===== src/design/ppio_pkg.sv =====
// Package with register map, field positions and carrier types of the parallel I/O port.
package ppio_pkg;

    localparam logic [3:0] ADDR_CTRL_STATUS = 4'h0;
    localparam logic [3:0] ADDR_DATA = 4'h1;
    localparam logic [3:0] ADDR_IO_CONFIG = 4'h2;
    localparam logic [3:0] ADDR_SCAN_CTRL = 4'h3;
    localparam logic [3:0] ADDR_SERIAL_DATA = 4'h4;
    localparam logic [3:0] ADDR_CHANNEL = 4'h5;

    localparam int BIT_EXT_IRQ0 = 0;
    localparam int BIT_OUT_STROBE = 1;
    localparam int BIT_IN_STROBE = 2;
    localparam int BIT_SER_OUT_EMPTY = 3;
    localparam int BIT_SER_IN_FULL = 4;
    localparam int BIT_IRQ_EN_LO = 5;
    localparam int BIT_IRQ_EN_HI = 9;
    localparam int BIT_IN_ACTIVE = 11;
    localparam int BIT_OUT_ACTIVE = 12;
    localparam int BIT_ALT_SERIAL_SELECT = 10;
    localparam int BIT_SW_LOOPBACK = 0;
    localparam int BIT_SCAN_LOOPBACK = 0;

    localparam logic [15:0] CTRL_STATUS_RESET = 16'h0008;
    localparam logic [15:0] CTRL_WRITE_MASK = 16'h1BE0;
    localparam logic [15:0] IO_CONFIG_RESET = 16'h0000;
    localparam logic [15:0] IO_CONFIG_WRITE_MASK = 16'h0401;

    localparam int ACTIVE_STROBE_CYCLES = 2;

    typedef struct packed {
        logic [3:0] addr;
        logic [15:0] wdata;
        logic wr;
        logic rd;
    } ppio_req_s;

    typedef struct packed {
        logic [7:0] o;
        logic oe;
    } ppio_bus_s;

endpackage : ppio_pkg


===== src/design/ppio_port.sv =====
// Parallel I/O port with shared pending-interrupt status and internal loopback.
//
// Operation
// [RL1] Serial input full shows; cleared by serial read.
// [RL2] Serial output empty shows; cleared by serial write.
// [RL3] Passive external write sets flag; data read clears.
// [RL4] Clearing read in passive mode starts no transaction.
// [RL5] Passive external read sets flag; data write clears.
// [RL6] Pin irq sets unmasked; acknowledge fall clears; code clears only on the first acknowledge fall after irq_return.
// [RL7] Interrupt enable change takes effect one cycle late.
// [RL8] Bus driven only while output strobe low.
// [RL9] Both active: select drives three-bit channel.
// [RL10] Any passive: top select is low-active chip select.
// [RL11] Active output: low two selects name channel.
// [RL12] Passive output: middle select picks status or data.
// [RL13] Lowest select always output; OR of flags passive.
// [RL14] Input strobe low-active; sampled on rising edge.
// [RL15] Output strobe low-active; passive low drives bus.
// [RL16] Input full: cleared active, set after rise, read clears.
// [RL17] Output empty: cleared active, set after rise, write clears.
// [RL18] Port selected when alternate serial select is zero.
// [RL19] Loopback from scan bit or software bit.
// [RL20] Software sets output active, input passive for loopback.
// [RL21] Loopback floats pins, output strobe feeds input register.
// [RL22] Software spaces loopback writes for interrupt service.
// [RL23] Reset clears control except serial output empty.
// [RL24] Bits nine to five enable five interrupts.
// [RL25] Bits twelve and eleven make strobes outputs.
//
// Added by the designer: the plain strobed port and the placing of the registers.
`timescale 1ns/100ps
`default_nettype none

module ppio_port (
    input wire logic sys_clk,
    input wire logic rst,
    input wire logic [3:0] reg_addr,
    input wire logic [15:0] reg_wdata,
    input wire logic reg_wr,
    input wire logic reg_rd,
    output logic [15:0] reg_rdata,
    input wire logic jtag_scan_wr,
    input wire logic jtag_scan_loopback,
    input wire logic serial_in_loaded,
    input wire logic serial_out_sent,
    input wire logic ext_irq0_pin,
    input wire logic interrupt_acknowledge,
    input wire logic irq_return,
    output logic irq_request,
    input wire logic [7:0] parallel_bus_i,
    output logic [7:0] parallel_bus_o,
    output logic parallel_bus_oe,
    input wire logic [2:0] peripheral_select_i,
    output logic [2:0] peripheral_select_o,
    output logic [2:0] peripheral_select_oe,
    input wire logic input_strobe_n_i,
    output logic input_strobe_n_o,
    output logic input_strobe_n_oe,
    input wire logic output_strobe_n_i,
    output logic output_strobe_n_o,
    output logic output_strobe_n_oe,
    output logic input_buffer_full,
    output logic output_buffer_empty,
    output logic port_pins_selected
);

    ppio_pkg::ppio_req_s req;
    assign req = '{addr: reg_addr, wdata: reg_wdata, wr: reg_wr, rd: reg_rd};

    logic [15:0] ctrl_q;
    logic [15:0] io_config_q;
    logic scan_loopback_q;
    logic [4:0] irq_en_eff_q;
    logic [7:0] out_data_q;
    logic [7:0] in_data_q;
    logic [2:0] channel_q;
    logic [15:0] reg_rdata_q;
    logic ibf_q;
    logic obe_q;
    logic [2:0] ids_sync_q;
    logic [2:0] ods_sync_q;
    logic [2:0] irq_sync_q;
    logic [2:0] ack_sync_q;
    logic [2:0] cs_sync_q;
    logic [2:0] ps1_sync_q;
    logic [7:0] pb_s1_q;
    logic [7:0] pb_s2_q;
    logic ids_lvl_q;
    logic ods_lvl_q;
    logic irq_lvl_q;
    logic ack_lvl_q;
    logic cs_lvl_q;
    logic ps1_lvl_q;
    logic ids_rise_d1_q;
    logic ods_rise_d1_q;
    logic ack_fell_pending_q;
    logic [1:0] wr_cnt_q;
    logic act_wr_q;
    logic [1:0] rd_cnt_q;
    logic act_rd_q;
    logic act_rd_cap_q;

    wire out_active = ctrl_q[ppio_pkg::BIT_OUT_ACTIVE];
    wire in_active = ctrl_q[ppio_pkg::BIT_IN_ACTIVE];
    wire loopback = scan_loopback_q | io_config_q[ppio_pkg::BIT_SW_LOOPBACK]; // RL19
    wire pins_on = ~io_config_q[ppio_pkg::BIT_ALT_SERIAL_SELECT]; // RL18
    wire both_active = out_active & in_active;
    wire both_passive = ~out_active & ~in_active;

    wire wr_ctrl = req.wr && req.addr == ppio_pkg::ADDR_CTRL_STATUS;
    wire wr_data = req.wr && req.addr == ppio_pkg::ADDR_DATA;
    wire wr_iocfg = req.wr && req.addr == ppio_pkg::ADDR_IO_CONFIG;
    wire wr_ser = req.wr && req.addr == ppio_pkg::ADDR_SERIAL_DATA;
    wire wr_chan = req.wr && req.addr == ppio_pkg::ADDR_CHANNEL;
    wire rd_data = req.rd && req.addr == ppio_pkg::ADDR_DATA;
    wire rd_ser = req.rd && req.addr == ppio_pkg::ADDR_SERIAL_DATA;

    // Pin inputs: three flops, a change counts once stages two and three agree.
    wire ids_agree = ids_sync_q[1] == ids_sync_q[2];
    wire ods_agree = ods_sync_q[1] == ods_sync_q[2];
    wire ids_pin_rise = ids_agree && ids_sync_q[2] && !ids_lvl_q;
    wire ods_pin_rise = ods_agree && ods_sync_q[2] && !ods_lvl_q;
    wire chip_sel = !cs_lvl_q; // RL10
    wire ack_fall = ack_sync_q[1] == ack_sync_q[2] && !ack_sync_q[2] && ack_lvl_q;
    wire irq_rise = irq_sync_q[1] == irq_sync_q[2] && irq_sync_q[2] && !irq_lvl_q;

    // In loopback the active write strobe stands in for the passive input strobe.
    wire act_wr_end = act_wr_q && wr_cnt_q == 2'd0;
    wire ids_event = loopback ? (act_wr_end && !in_active) : (pins_on && !in_active && chip_sel && ids_pin_rise); // RL14 RL21
    wire ods_event = pins_on && !loopback && !out_active && chip_sel && ods_pin_rise; // RL15
    wire act_rd_end = act_rd_q && rd_cnt_q == 2'd0;
    wire [7:0] in_capture = loopback ? out_data_q : pb_s2_q;

    wire [15:0] status_word = {8'h00, 6'h00, output_buffer_empty, input_buffer_full};
    wire ext_drive_low = !out_active && !ods_lvl_q && chip_sel; // RL15
    wire [7:0] passive_out = ps1_lvl_q ? status_word[7:0] : out_data_q; // RL12

    wire [4:0] status_set = {serial_in_loaded, serial_out_sent, ids_event, ods_event,
        irq_rise && irq_en_eff_q[0]}; // RL6

    logic [15:0] ctrl_d;
    always_comb begin
        ctrl_d = ctrl_q;
        if (wr_ctrl) begin
            ctrl_d = (ctrl_q & ~ppio_pkg::CTRL_WRITE_MASK) | (req.wdata & ppio_pkg::CTRL_WRITE_MASK); // RL24 RL25
        end
        if (rd_ser) ctrl_d[ppio_pkg::BIT_SER_IN_FULL] = 1'b0; // RL1
        if (wr_ser) ctrl_d[ppio_pkg::BIT_SER_OUT_EMPTY] = 1'b0; // RL2
        if (rd_data) ctrl_d[ppio_pkg::BIT_IN_STROBE] = 1'b0; // RL3
        if (wr_data) ctrl_d[ppio_pkg::BIT_OUT_STROBE] = 1'b0; // RL5
        if (ack_fell_pending_q && ack_fall) ctrl_d[ppio_pkg::BIT_EXT_IRQ0] = 1'b0; // RL6
        ctrl_d[4:0] = ctrl_d[4:0] | status_set; // set wins over clear
    end

    always_ff @(posedge sys_clk or posedge rst) begin
        if (rst) begin
            ctrl_q <= ppio_pkg::CTRL_STATUS_RESET; // RL23
            io_config_q <= ppio_pkg::IO_CONFIG_RESET;
            scan_loopback_q <= 1'b0;
            irq_en_eff_q <= 5'h00;
        end else begin
            ctrl_q <= ctrl_d;
            if (wr_iocfg) io_config_q <= req.wdata & ppio_pkg::IO_CONFIG_WRITE_MASK;
            if (jtag_scan_wr) scan_loopback_q <= jtag_scan_loopback; // RL19
            irq_en_eff_q <= ctrl_q[ppio_pkg::BIT_IRQ_EN_HI:ppio_pkg::BIT_IRQ_EN_LO]; // RL7
        end
    end

    // The return-from-interrupt marks which acknowledge fall may clear the pin flag.
    always_ff @(posedge sys_clk or posedge rst) begin
        if (rst) ack_fell_pending_q <= 1'b0;
        else if (irq_return) ack_fell_pending_q <= 1'b1;
        else if (ack_fall) ack_fell_pending_q <= 1'b0;
    end

    always_ff @(posedge sys_clk or posedge rst) begin
        if (rst) begin
            ids_sync_q <= 3'h7;
            ods_sync_q <= 3'h7;
            cs_sync_q <= 3'h7;
            irq_sync_q <= 3'h0;
            ack_sync_q <= 3'h0;
            ps1_sync_q <= 3'h0;
            pb_s1_q <= 8'h00;
            pb_s2_q <= 8'h00;
            ids_lvl_q <= 1'b1;
            ods_lvl_q <= 1'b1;
            cs_lvl_q <= 1'b1;
            irq_lvl_q <= 1'b0;
            ack_lvl_q <= 1'b0;
            ps1_lvl_q <= 1'b0;
        end else begin
            ids_sync_q <= {ids_sync_q[1:0], input_strobe_n_i};
            ods_sync_q <= {ods_sync_q[1:0], output_strobe_n_i};
            cs_sync_q <= {cs_sync_q[1:0], peripheral_select_i[2]};
            irq_sync_q <= {irq_sync_q[1:0], ext_irq0_pin};
            ack_sync_q <= {ack_sync_q[1:0], interrupt_acknowledge};
            ps1_sync_q <= {ps1_sync_q[1:0], peripheral_select_i[1]};
            pb_s1_q <= parallel_bus_i;
            pb_s2_q <= pb_s1_q;
            if (ids_agree) ids_lvl_q <= ids_sync_q[2];
            if (ods_agree) ods_lvl_q <= ods_sync_q[2];
            if (cs_sync_q[1] == cs_sync_q[2]) cs_lvl_q <= cs_sync_q[2];
            if (irq_sync_q[1] == irq_sync_q[2]) irq_lvl_q <= irq_sync_q[2];
            if (ack_sync_q[1] == ack_sync_q[2]) ack_lvl_q <= ack_sync_q[2];
            if (ps1_sync_q[1] == ps1_sync_q[2]) ps1_lvl_q <= ps1_sync_q[2];
        end
    end

    // Active transfers hold the strobe low for a fixed count; a passive port starts none.
    always_ff @(posedge sys_clk or posedge rst) begin
        if (rst) begin
            act_wr_q <= 1'b0;
            wr_cnt_q <= 2'd0;
            act_rd_q <= 1'b0;
            rd_cnt_q <= 2'd0;
        end else begin
            if (wr_data && out_active) begin // RL5
                act_wr_q <= 1'b1;
                wr_cnt_q <= 2'(ppio_pkg::ACTIVE_STROBE_CYCLES - 1);
            end else if (act_wr_q && wr_cnt_q != 2'd0) begin
                wr_cnt_q <= wr_cnt_q - 2'd1;
            end else begin
                act_wr_q <= 1'b0;
            end
            if (rd_data && in_active && !loopback) begin // RL4
                act_rd_q <= 1'b1;
                rd_cnt_q <= 2'(ppio_pkg::ACTIVE_STROBE_CYCLES - 1);
            end else if (act_rd_q && rd_cnt_q != 2'd0) begin
                rd_cnt_q <= rd_cnt_q - 2'd1;
            end else begin
                act_rd_q <= 1'b0;
            end
        end
    end

    always_ff @(posedge sys_clk or posedge rst) begin
        if (rst) begin
            out_data_q <= 8'h00;
            in_data_q <= 8'h00;
            channel_q <= 3'h0;
            ids_rise_d1_q <= 1'b0;
            ods_rise_d1_q <= 1'b0;
            act_rd_cap_q <= 1'b0;
        end else begin
            if (wr_data) out_data_q <= req.wdata[7:0];
            if (wr_chan) channel_q <= req.wdata[2:0];
            // Bus data reach the second sync stage one cycle after the strobe ends.
            act_rd_cap_q <= act_rd_end;
            if (ids_event || act_rd_cap_q) in_data_q <= in_capture; // RL14 RL21
            ids_rise_d1_q <= ids_event;
            ods_rise_d1_q <= ods_event;
        end
    end

    always_ff @(posedge sys_clk or posedge rst) begin
        if (rst) begin
            ibf_q <= 1'b0;
            obe_q <= 1'b0;
        end else begin
            if (in_active) ibf_q <= 1'b0; // RL16
            else if (ids_rise_d1_q) ibf_q <= 1'b1;
            else if (rd_data) ibf_q <= 1'b0;
            if (out_active) obe_q <= 1'b0; // RL17
            else if (ods_rise_d1_q) obe_q <= 1'b1;
            else if (wr_data) obe_q <= 1'b0;
        end
    end
    assign input_buffer_full = ibf_q;
    assign output_buffer_empty = obe_q;

    // Pin drivers; all float in loopback or when the pins serve the other functions.
    wire pins_live = pins_on && !loopback; // RL18 RL21
    assign parallel_bus_oe = pins_live && (out_active ? act_wr_q : ext_drive_low); // RL8
    assign parallel_bus_o = out_active ? out_data_q : passive_out;
    assign output_strobe_n_oe = pins_live && out_active; // RL25
    assign output_strobe_n_o = !act_wr_q;
    assign input_strobe_n_oe = pins_live && in_active; // RL25
    assign input_strobe_n_o = !act_rd_q;
    assign peripheral_select_oe = {pins_live && both_active, pins_live && out_active, pins_live}; // RL9 RL10 RL12
    assign peripheral_select_o = {channel_q[2], channel_q[1],
        both_passive ? (ibf_q | obe_q) : channel_q[0]}; // RL11 RL13
    assign port_pins_selected = pins_on;

    assign irq_request = |(ctrl_q[4:0] & irq_en_eff_q);

    wire [15:0] rd_mux = (req.addr == ppio_pkg::ADDR_CTRL_STATUS) ? ctrl_q :
        (req.addr == ppio_pkg::ADDR_DATA) ? {8'h00, in_data_q} :
        (req.addr == ppio_pkg::ADDR_IO_CONFIG) ? io_config_q :
        (req.addr == ppio_pkg::ADDR_SCAN_CTRL) ? {15'h0000, scan_loopback_q} :
        (req.addr == ppio_pkg::ADDR_CHANNEL) ? {13'h0000, channel_q} : 16'h0000;

    always_ff @(posedge sys_clk or posedge rst) begin
        if (rst) reg_rdata_q <= 16'h0000;
        else reg_rdata_q <= req.rd ? rd_mux : 16'h0000;
    end
    assign reg_rdata = reg_rdata_q;

    property p_ibf_after_rise;
        @(posedge sys_clk) disable iff (rst) ids_event && !in_active ##1 !in_active |=> ibf_q;
    endproperty
    a_ibf_after_rise: assert property (p_ibf_after_rise) else $error("input full not set"); // RL16

    property p_obe_cleared_active;
        @(posedge sys_clk) disable iff (rst) out_active |=> !obe_q;
    endproperty
    a_obe_cleared_active: assert property (p_obe_cleared_active) else $error("output empty in active"); // RL17

    property p_bus_float;
        @(posedge sys_clk) disable iff (rst) parallel_bus_oe |-> !loopback && (act_wr_q || !ods_lvl_q);
    endproperty
    a_bus_float: assert property (p_bus_float) else $error("bus driven without strobe"); // RL8

    property p_strobe_clear_read;
        @(posedge sys_clk) disable iff (rst) rd_data && !ids_event |=> !ctrl_q[ppio_pkg::BIT_IN_STROBE];
    endproperty
    a_strobe_clear_read: assert property (p_strobe_clear_read) else $error("strobe flag not cleared"); // RL3

    property p_no_passive_read;
        @(posedge sys_clk) disable iff (rst) rd_data && !in_active |=> !act_rd_q;
    endproperty
    a_no_passive_read: assert property (p_no_passive_read) else $error("read started when passive"); // RL4

    property p_no_passive_write;
        @(posedge sys_clk) disable iff (rst) wr_data && !out_active && !act_wr_q |=> !act_wr_q;
    endproperty
    a_no_passive_write: assert property (p_no_passive_write) else $error("write started when passive"); // RL5

    property p_en_late;
        @(posedge sys_clk) disable iff (rst) 1'b1 |=> irq_en_eff_q == $past(ctrl_q[9:5]);
    endproperty
    a_en_late: assert property (p_en_late) else $error("enable not one cycle late"); // RL7

    property p_sel0_or;
        @(posedge sys_clk) disable iff (rst) both_passive |-> peripheral_select_o[0] == (ibf_q | obe_q);
    endproperty
    a_sel0_or: assert property (p_sel0_or) else $error("select0 not flag OR"); // RL13

    property p_loop_float;
        @(posedge sys_clk) disable iff (rst) loopback |-> !parallel_bus_oe && !output_strobe_n_oe && !input_strobe_n_oe;
    endproperty
    a_loop_float: assert property (p_loop_float) else $error("pins driven in loopback"); // RL21

    c_loop: cover property (@(posedge sys_clk) disable iff (rst) loopback && ids_event);
    c_passive_wr: cover property (@(posedge sys_clk) disable iff (rst) ids_event && !loopback);
    c_passive_rd: cover property (@(posedge sys_clk) disable iff (rst) ods_event);

endmodule : ppio_port

`default_nettype wire


===== config.mk =====
export PLATFORM = sky130hd
export DESIGN_NAME = ppio_port
export DESIGN_NICKNAME = d
export VERILOG_FILES = /design/src/design/ppio_pkg.sv /design/src/design/ppio_port.sv
export SDC_FILE = /design/constraint.sdc
export NUM_CORES = 1
export LEC_CHECK = 0
export ABC_AREA = 0
export ABC_CLOCK_PERIOD_IN_PS = 6800
export BUFFER_PORTS_ARGS = -buffer_cell sky130_fd_sc_hd__buf_4
export CAP_MARGIN = 10
export CORE_MARGIN = 3
export CORE_UTILIZATION = 61
export CTS_BUF_LIST = sky130_fd_sc_hd__clkbuf_8
export CTS_CLUSTER_DIAMETER = 120
export DETAILED_ROUTE_END_ITERATION = 10
export PLACE_DENSITY = 0.94
export SLEW_MARGIN = 0
export SYNTH_ARGS = -nofsm -noshare
export SYNTH_HDL_FRONTEND = slang
export SYNTH_SLANG_ARGS = --single-unit

===== constraint.sdc =====
create_clock -name sys_clk -period 6.8 [get_ports sys_clk]
set_clock_uncertainty 0.1 [all_clocks]
set_input_delay 1.02 -clock sys_clk [delete_from_list [all_inputs] [get_ports sys_clk]]
set_output_delay 1.02 -clock sys_clk [all_outputs]
set_load 0.005 [all_outputs]

Yosys cells after proc, flatten, opt, wreduce, memory -nomap -nowiden
Cells that the tools add are included.
{ "word_totals": {"romBits": 0, "ram_bits": 0, "word_cells": 152, "out_inout_bits": 39, "memories": 0, "latch_bits": 0, "in_bits": 44, "register_bits": 111} }
{ "op_classes": {"n_bitwise": 10, "muxes": 34, "n_eq_ne": 13, "order_cmp": 0, "div": 0, "n_reduce_logical": 60, "n_shift": 0, "add_sub_neg": 2, "n_mul": 0} }
{ "op_table": {"columns": ["cell", "n"], "rows": [
  ["$logic_and 1x1->1", 38],
  ["$mux 16", 2],
  ["$mux 8", 3],
  ["$mux 11", 2],
  ["$mux 1", 20],
  ["$or 16x13->16", 1],
  ["$logic_not 1->1", 10],
  ["$reduce_bool 2->1", 5],
  ["$eq 4x2->1 const B", 2],
  ["$eq 4x3->1 const B", 2],
  ["$mux 2", 4],
  ["$eq 1x1->1", 6],
  ["$mux 3", 2],
  ["$reduce_bool 3->1", 2],
  ["$and 5x5->5", 1],
  ["$mux 5", 1],
  ["$or 5x5->5", 1],
  ["$reduce_or 5->1", 1],
  ["$eq 4x1->1 const B", 1],
  ["$logic_not 2->1", 2],
  ["$logic_not 4->1", 1],
  ["$ne 2x2->1 const B", 2],
  ["$sub 2x1->2 const B", 2],
  ["$not 1->1", 3],
  ["other kinds (3)", 5]
]} }

Longest topological paths before layout
{ "depth": {"ltp_word": 7, "depth_mapped": 7} }

Worst setup path before layout
OpenSTA, ideal clock, no wires.
{ "synth_timing": {"path_type": "input to register", "from": "input reg_addr[1]", "to": "register ctrl_q[4]", "t_required_ns": 6.582, "t_arrival_ns": 2.030, "cell_stages": 4, "n_path_buf": 1, "setup_slack_ns": 4.552, "cell_sequence": "buf_2 or3b_1 or3_1 a21o_1"} }
{ "synth_via": {"elab_chain_len": 5} }
{ "synth_lines": {"columns": ["item", "line", "source"], "rows": [
  ["start: declaration", "ppio_port.sv:37", "input wire logic [3:0] reg_addr,"],
  ["$logic_not 4->1", "ppio_port.sv:110", "wire wr_ctrl = req.wr && req.addr == ppio_pkg::ADDR_CTRL_STATUS;"],
  ["$logic_and 1x1->1", "ppio_port.sv:110", null],
  ["$mux 5", "ppio_port.sv:144", "if (wr_ctrl) begin"],
  ["$mux 1 *", "ppio_port.sv:147", "if (rd_ser) ctrl_d[ppio_pkg::BIT_SER_IN_FULL] = 1'b0;"],
  ["$or 5x5->5 *", "ppio_port.sv:152", "ctrl_d[4:0] = ctrl_d[4:0] | status_set;"],
  ["named net ctrl_d[4]", "ppio_port.sv:141", "logic [15:0] ctrl_d;"],
  ["end signal: assignment", "ppio_port.sv:157", "ctrl_q <= ppio_pkg::CTRL_STATUS_RESET;"],
  ["end signal: assignment", "ppio_port.sv:162", "ctrl_q <= ctrl_d;"],
  ["end: declaration", "ppio_port.sv:70", "logic [15:0] ctrl_q;"]
]} }
Mark *: on every way through the listed nets, which the timed path passes. The rest lies on a longest branch.
A chain may end at the register's enable or synchronous reset.

Final worst setup path
{ "layout_timing": {"from": "register scan_loopback_q", "to": "output parallel_bus_oe"} }
{ "layout_via": {"elab_chain_len": 4} }
{ "layout_lines": {"columns": ["item", "line", "source"], "rows": [
  ["start: declaration", "ppio_port.sv:72", "logic scan_loopback_q;"],
  ["start signal: assignment", "ppio_port.sv:164", "if (jtag_scan_wr) scan_loopback_q <= jtag_scan_loopback;"],
  ["$or 1x1->1", "ppio_port.sv:105", "wire loopback = scan_loopback_q | io_config_q[ppio_pkg::BIT_SW_LOOPBACK];"],
  ["$logic_not 1->1", "ppio_port.sv:273", "wire pins_live = pins_on && !loopback;"],
  ["$logic_and 1x1->1", "ppio_port.sv:273", null],
  ["$logic_and 1x1->1", "ppio_port.sv:274", "assign parallel_bus_oe = pins_live && (out_active ? act_wr_q : ext_drive_low);"],
  ["end: declaration", "ppio_port.sv:52", "output logic parallel_bus_oe,"]
]} }
No other way between the ends.

==> summary.md <==
| Metric | Value |
|---|---|
| Die height | 87.0 µm |
| Nets | 435 |
| Max Clk Rate | 338 MHz |
| Yosys top cell area share | 57.5% |
| Syn-to-layout area delta | 19.4% |
| Slew of the pin with the lowest slew margin | 0.703 ns |
| Clock sink count | 105 |
| Worst skew pair latency | 0.36 ns |
| CP required | 5.68 ns |
| Post-Syn Area per Cell | 12.8 µm² |
| PD cells | 292 nW/µm² |
| Placed cell areas | 4590 µm² |
| Fin crit period | 2.96 ns |
| Layout cells sized above 1 | 33.8% |
| Ys Warns | 0 |
| CP max stage cell | dfrtp_1 |
| Pleak | 0.00234 µW |
| Via count | 2583 |
| Initial antenna violation count | 0 |
| DRT antenna net count | 0 |
| TritonCTS clock tree | done |
| Root Driver | clkbuf_8 |
| Startpoint class of the critical path | flop |
| CP max FO | 6 |
| Quantity of I/O buffers inserted on ports | 78 |
| Crit. End Element | output port |
| Critical path cell sequence | nor3_1, and2_1, a21o_1, buf_4 |
| Status | finished clean |
| Yosys top cell by area | dfrtp_1 |
| Cell Rows | 28 |
| Final Max Tran Viols | 0 |
| Overflow after GRT | 0 |
| Total CTS buffers | 9 |
| Setup TNS | 0 ns |
| CTS max path bufs | 2 |
| DRC | 0 |
| Final Cell Area | 4780 µm² |
| Count of buffer and inverter cells on the critical path | 1 |
| Via density | 5.55 |
| Die outline width | 87.0 µm |
| Yosys reg bits | 105 |
| RSZ-0062 raised after global routing | false |
| Post-CTS sizing | 0 |
| Syn_nets | 362 |
| # IOs | 83 |
| Worst Hold Class | reg2reg |
| First-pass GRT wire length | 12800 µm |
| Final Wtd Congestion | 0.820 |
| Final WL | 7980 µm |
| Top FF cell, synth | dfrtp_1 |
| Delay-heaviest family, CP | simple AND/OR/NAND/NOR gates |
| MaxCap Viol Count | 0 |
| Slowest stage delay, CP | 0.50 ns |
| Final setup viols | 0 |
| Count leader, synth | dfrtp_1 |
| Number of flops mapped to enable cells by yosys | 0 |
| Routed len/inst | 17.2 µm |
| Pre-CTS setup slack | 4.32 ns |
| Fin crit share | 43.5% |
| Hold buffers post-CTS | 0 |
| Largest net degree at the start of global routing | 59 |
| Cell variety after synth | 46 |
| Initial DRC count | 156 |
| GRT Util Overall | 22.8% |
| Setup Crit Path Kind | reg2out |
| Final WS setup | 3.84 ns |
| Maximum VDD drop | 0.216 mV |
| Netlist Area Pre-Place | 4010 µm² |
| Commonest cells in the netlist | dfrtp_1, nand2_1, mux2_2 |
| Clk slew on worst S/H paths | 0.09 ns |
| Die area | 7580 µm² |
| Post-Synthesis Cells | 312 |
| Dpl hpwl | 5600 µm |
| Top cells by area, synth | dfrtp_1, dfstp_2, mux2_2 |
| CP arrival | 1.84 ns |
| H-tree levels | 3 |
| DRT Pass-1 Iters | 4 |
| CORE AREA | 6130 µm² |
| Initial Util | 65.3% |
| Seq/Total Area, Yosys | 66.0% |
| Diode count | 0 |
| Share of synthesized registers carrying an async set or reset | 100% |
| Number of global-route vias before repair | 2632 |
| Fin. Hold Viols | 0 |
| Setup repair bufs after CTS | 0 |
| Max_slew headroom | 53.1% |
layout make-up:
type	instances	area [µm²]
Timing Repair Buffer	79	593
Inverter	16	62.6
Multi-Input combinational cell	174	1190
Tap cell	75	93.8
Clock inverter	7	71.3
Clock buffer	9	124
Sequential cell	105	2640
Fill cell	357	1350
registers in the layout, indices dropped and copies added (netlist names), 2 cells and up:
signal / flops
irq_en_eff_q: 5
irq_sync_q: 3
out_data_q: 8
reg_rdata: 14
pb_s2_q: 8
ids_sync_q: 3
rd_cnt_q: 2
in_data_q: 8
ack_sync_q: 3
ods_sync_q: 3
io_config_q: 2
channel_q: 3
cs_sync_q: 3
wr_cnt_q: 2
ctrl_q: 12
ps1_sync_q: 3
pb_s1_q: 8
worst paths after layout:
path                                             start                       end  slack (ns)  cells after the start
max                        scan_loopback_q$_DFFE_PP0P_           parallel_bus_oe        3.84                      4
min                               pb_s1_q[7]$_DFF_PP0_      pb_s2_q[7]$_DFF_PP0_        0.26                      0
max reg2reg                    wr_cnt_q[0]$_DFFE_PP0P_  in_data_q[4]$_DFFE_PP0P_        4.85                      6
min reg2reg                       pb_s1_q[7]$_DFF_PP0_      pb_s2_q[7]$_DFF_PP0_        0.26                      0
max in group asynchronous                          rst      pb_s2_q[5]$_DFF_PP0_        4.88                      3
min in group asynchronous                          rst      pb_s1_q[1]$_DFF_PP0_        0.61                      2
cell usage in the layout, fill, tap and decap left out, drive strengths merged, types with 3 or more instances in the layout:
cell | netlist | final
dfrtp | 92 | 92
buf | 13 | 79
nand2 | 42 | 42
mux2 | 18 | 18
inv | 16 | 18
and2 | 14 | 14
dfstp | 13 | 13
nor2 | 13 | 13
o21ai | 12 | 12
clkbuf | 4 | 9
mux2i | 8 | 8
nand3 | 6 | 6
a22o | 6 | 6
ha | 6 | 6
a21o | 5 | 5
a21oi | 5 | 5
and3 | 4 | 4
nor2b | 3 | 3
nor3 | 3 | 3
nor3b | 3 | 3
logic make-up (layout without fill, tap and decap cells):
| family | Yosys count | after routing | synth area share, % |
|---|---|---|---|
| muxes | 26 | 26 | 7.06 |
| buffers and inverters | 33 | 111 | 4.18 |
| AOI/OAI and AO/OA | 40 | 40 | 7.50 |
| adders and majority gates | 8 | 8 | 2.37 |
| xor gates and xnor gates | 2 | 2 | 0.437 |
| and+or+nand+nor | 97 | 97 | 12.4 |
| DFF | 105 | 105 | 66.0 |
| other | 1 | 1 | 0.0936 |
power breakdown:
part | switching, µW | total [µW] | internal (µW) | leakage, µW
clock | 203 | 374 | 170 | 0.0000970
combinational | 111 | 231 | 120 | 0.000958
sequential | 73.5 | 791 | 718 | 0.00129
per-stage QoR:
step / total power, µW / std cells / hold WS [ns] / util, %
after detailed placement: 1030 / 449 / 0.235 / 74.8
final: 1400 / 465 / 0.256 / 78.0
after CTS: 1400 / 465 / 0.256 / 78.0
after global placement: 1010 / 449 / 0.233 / 74.8
after floorplan: 928 / 312 / 0.231 / -
after global routing: 1470 / 465 / 0.262 / 78.0
metal layers:
layer / up-vias / GRT usage, % / wire, µm
met2: 104 / 37.0 / 4060
met1: 1278 / 28.4 / 3230
met4: 0 / 9.07 / 157
li1: 1187 / - / -
met3: 14 / 7.38 / 526
met5: - / 0 / 0
No activity file was read; power rests on OpenSTA's default activity.
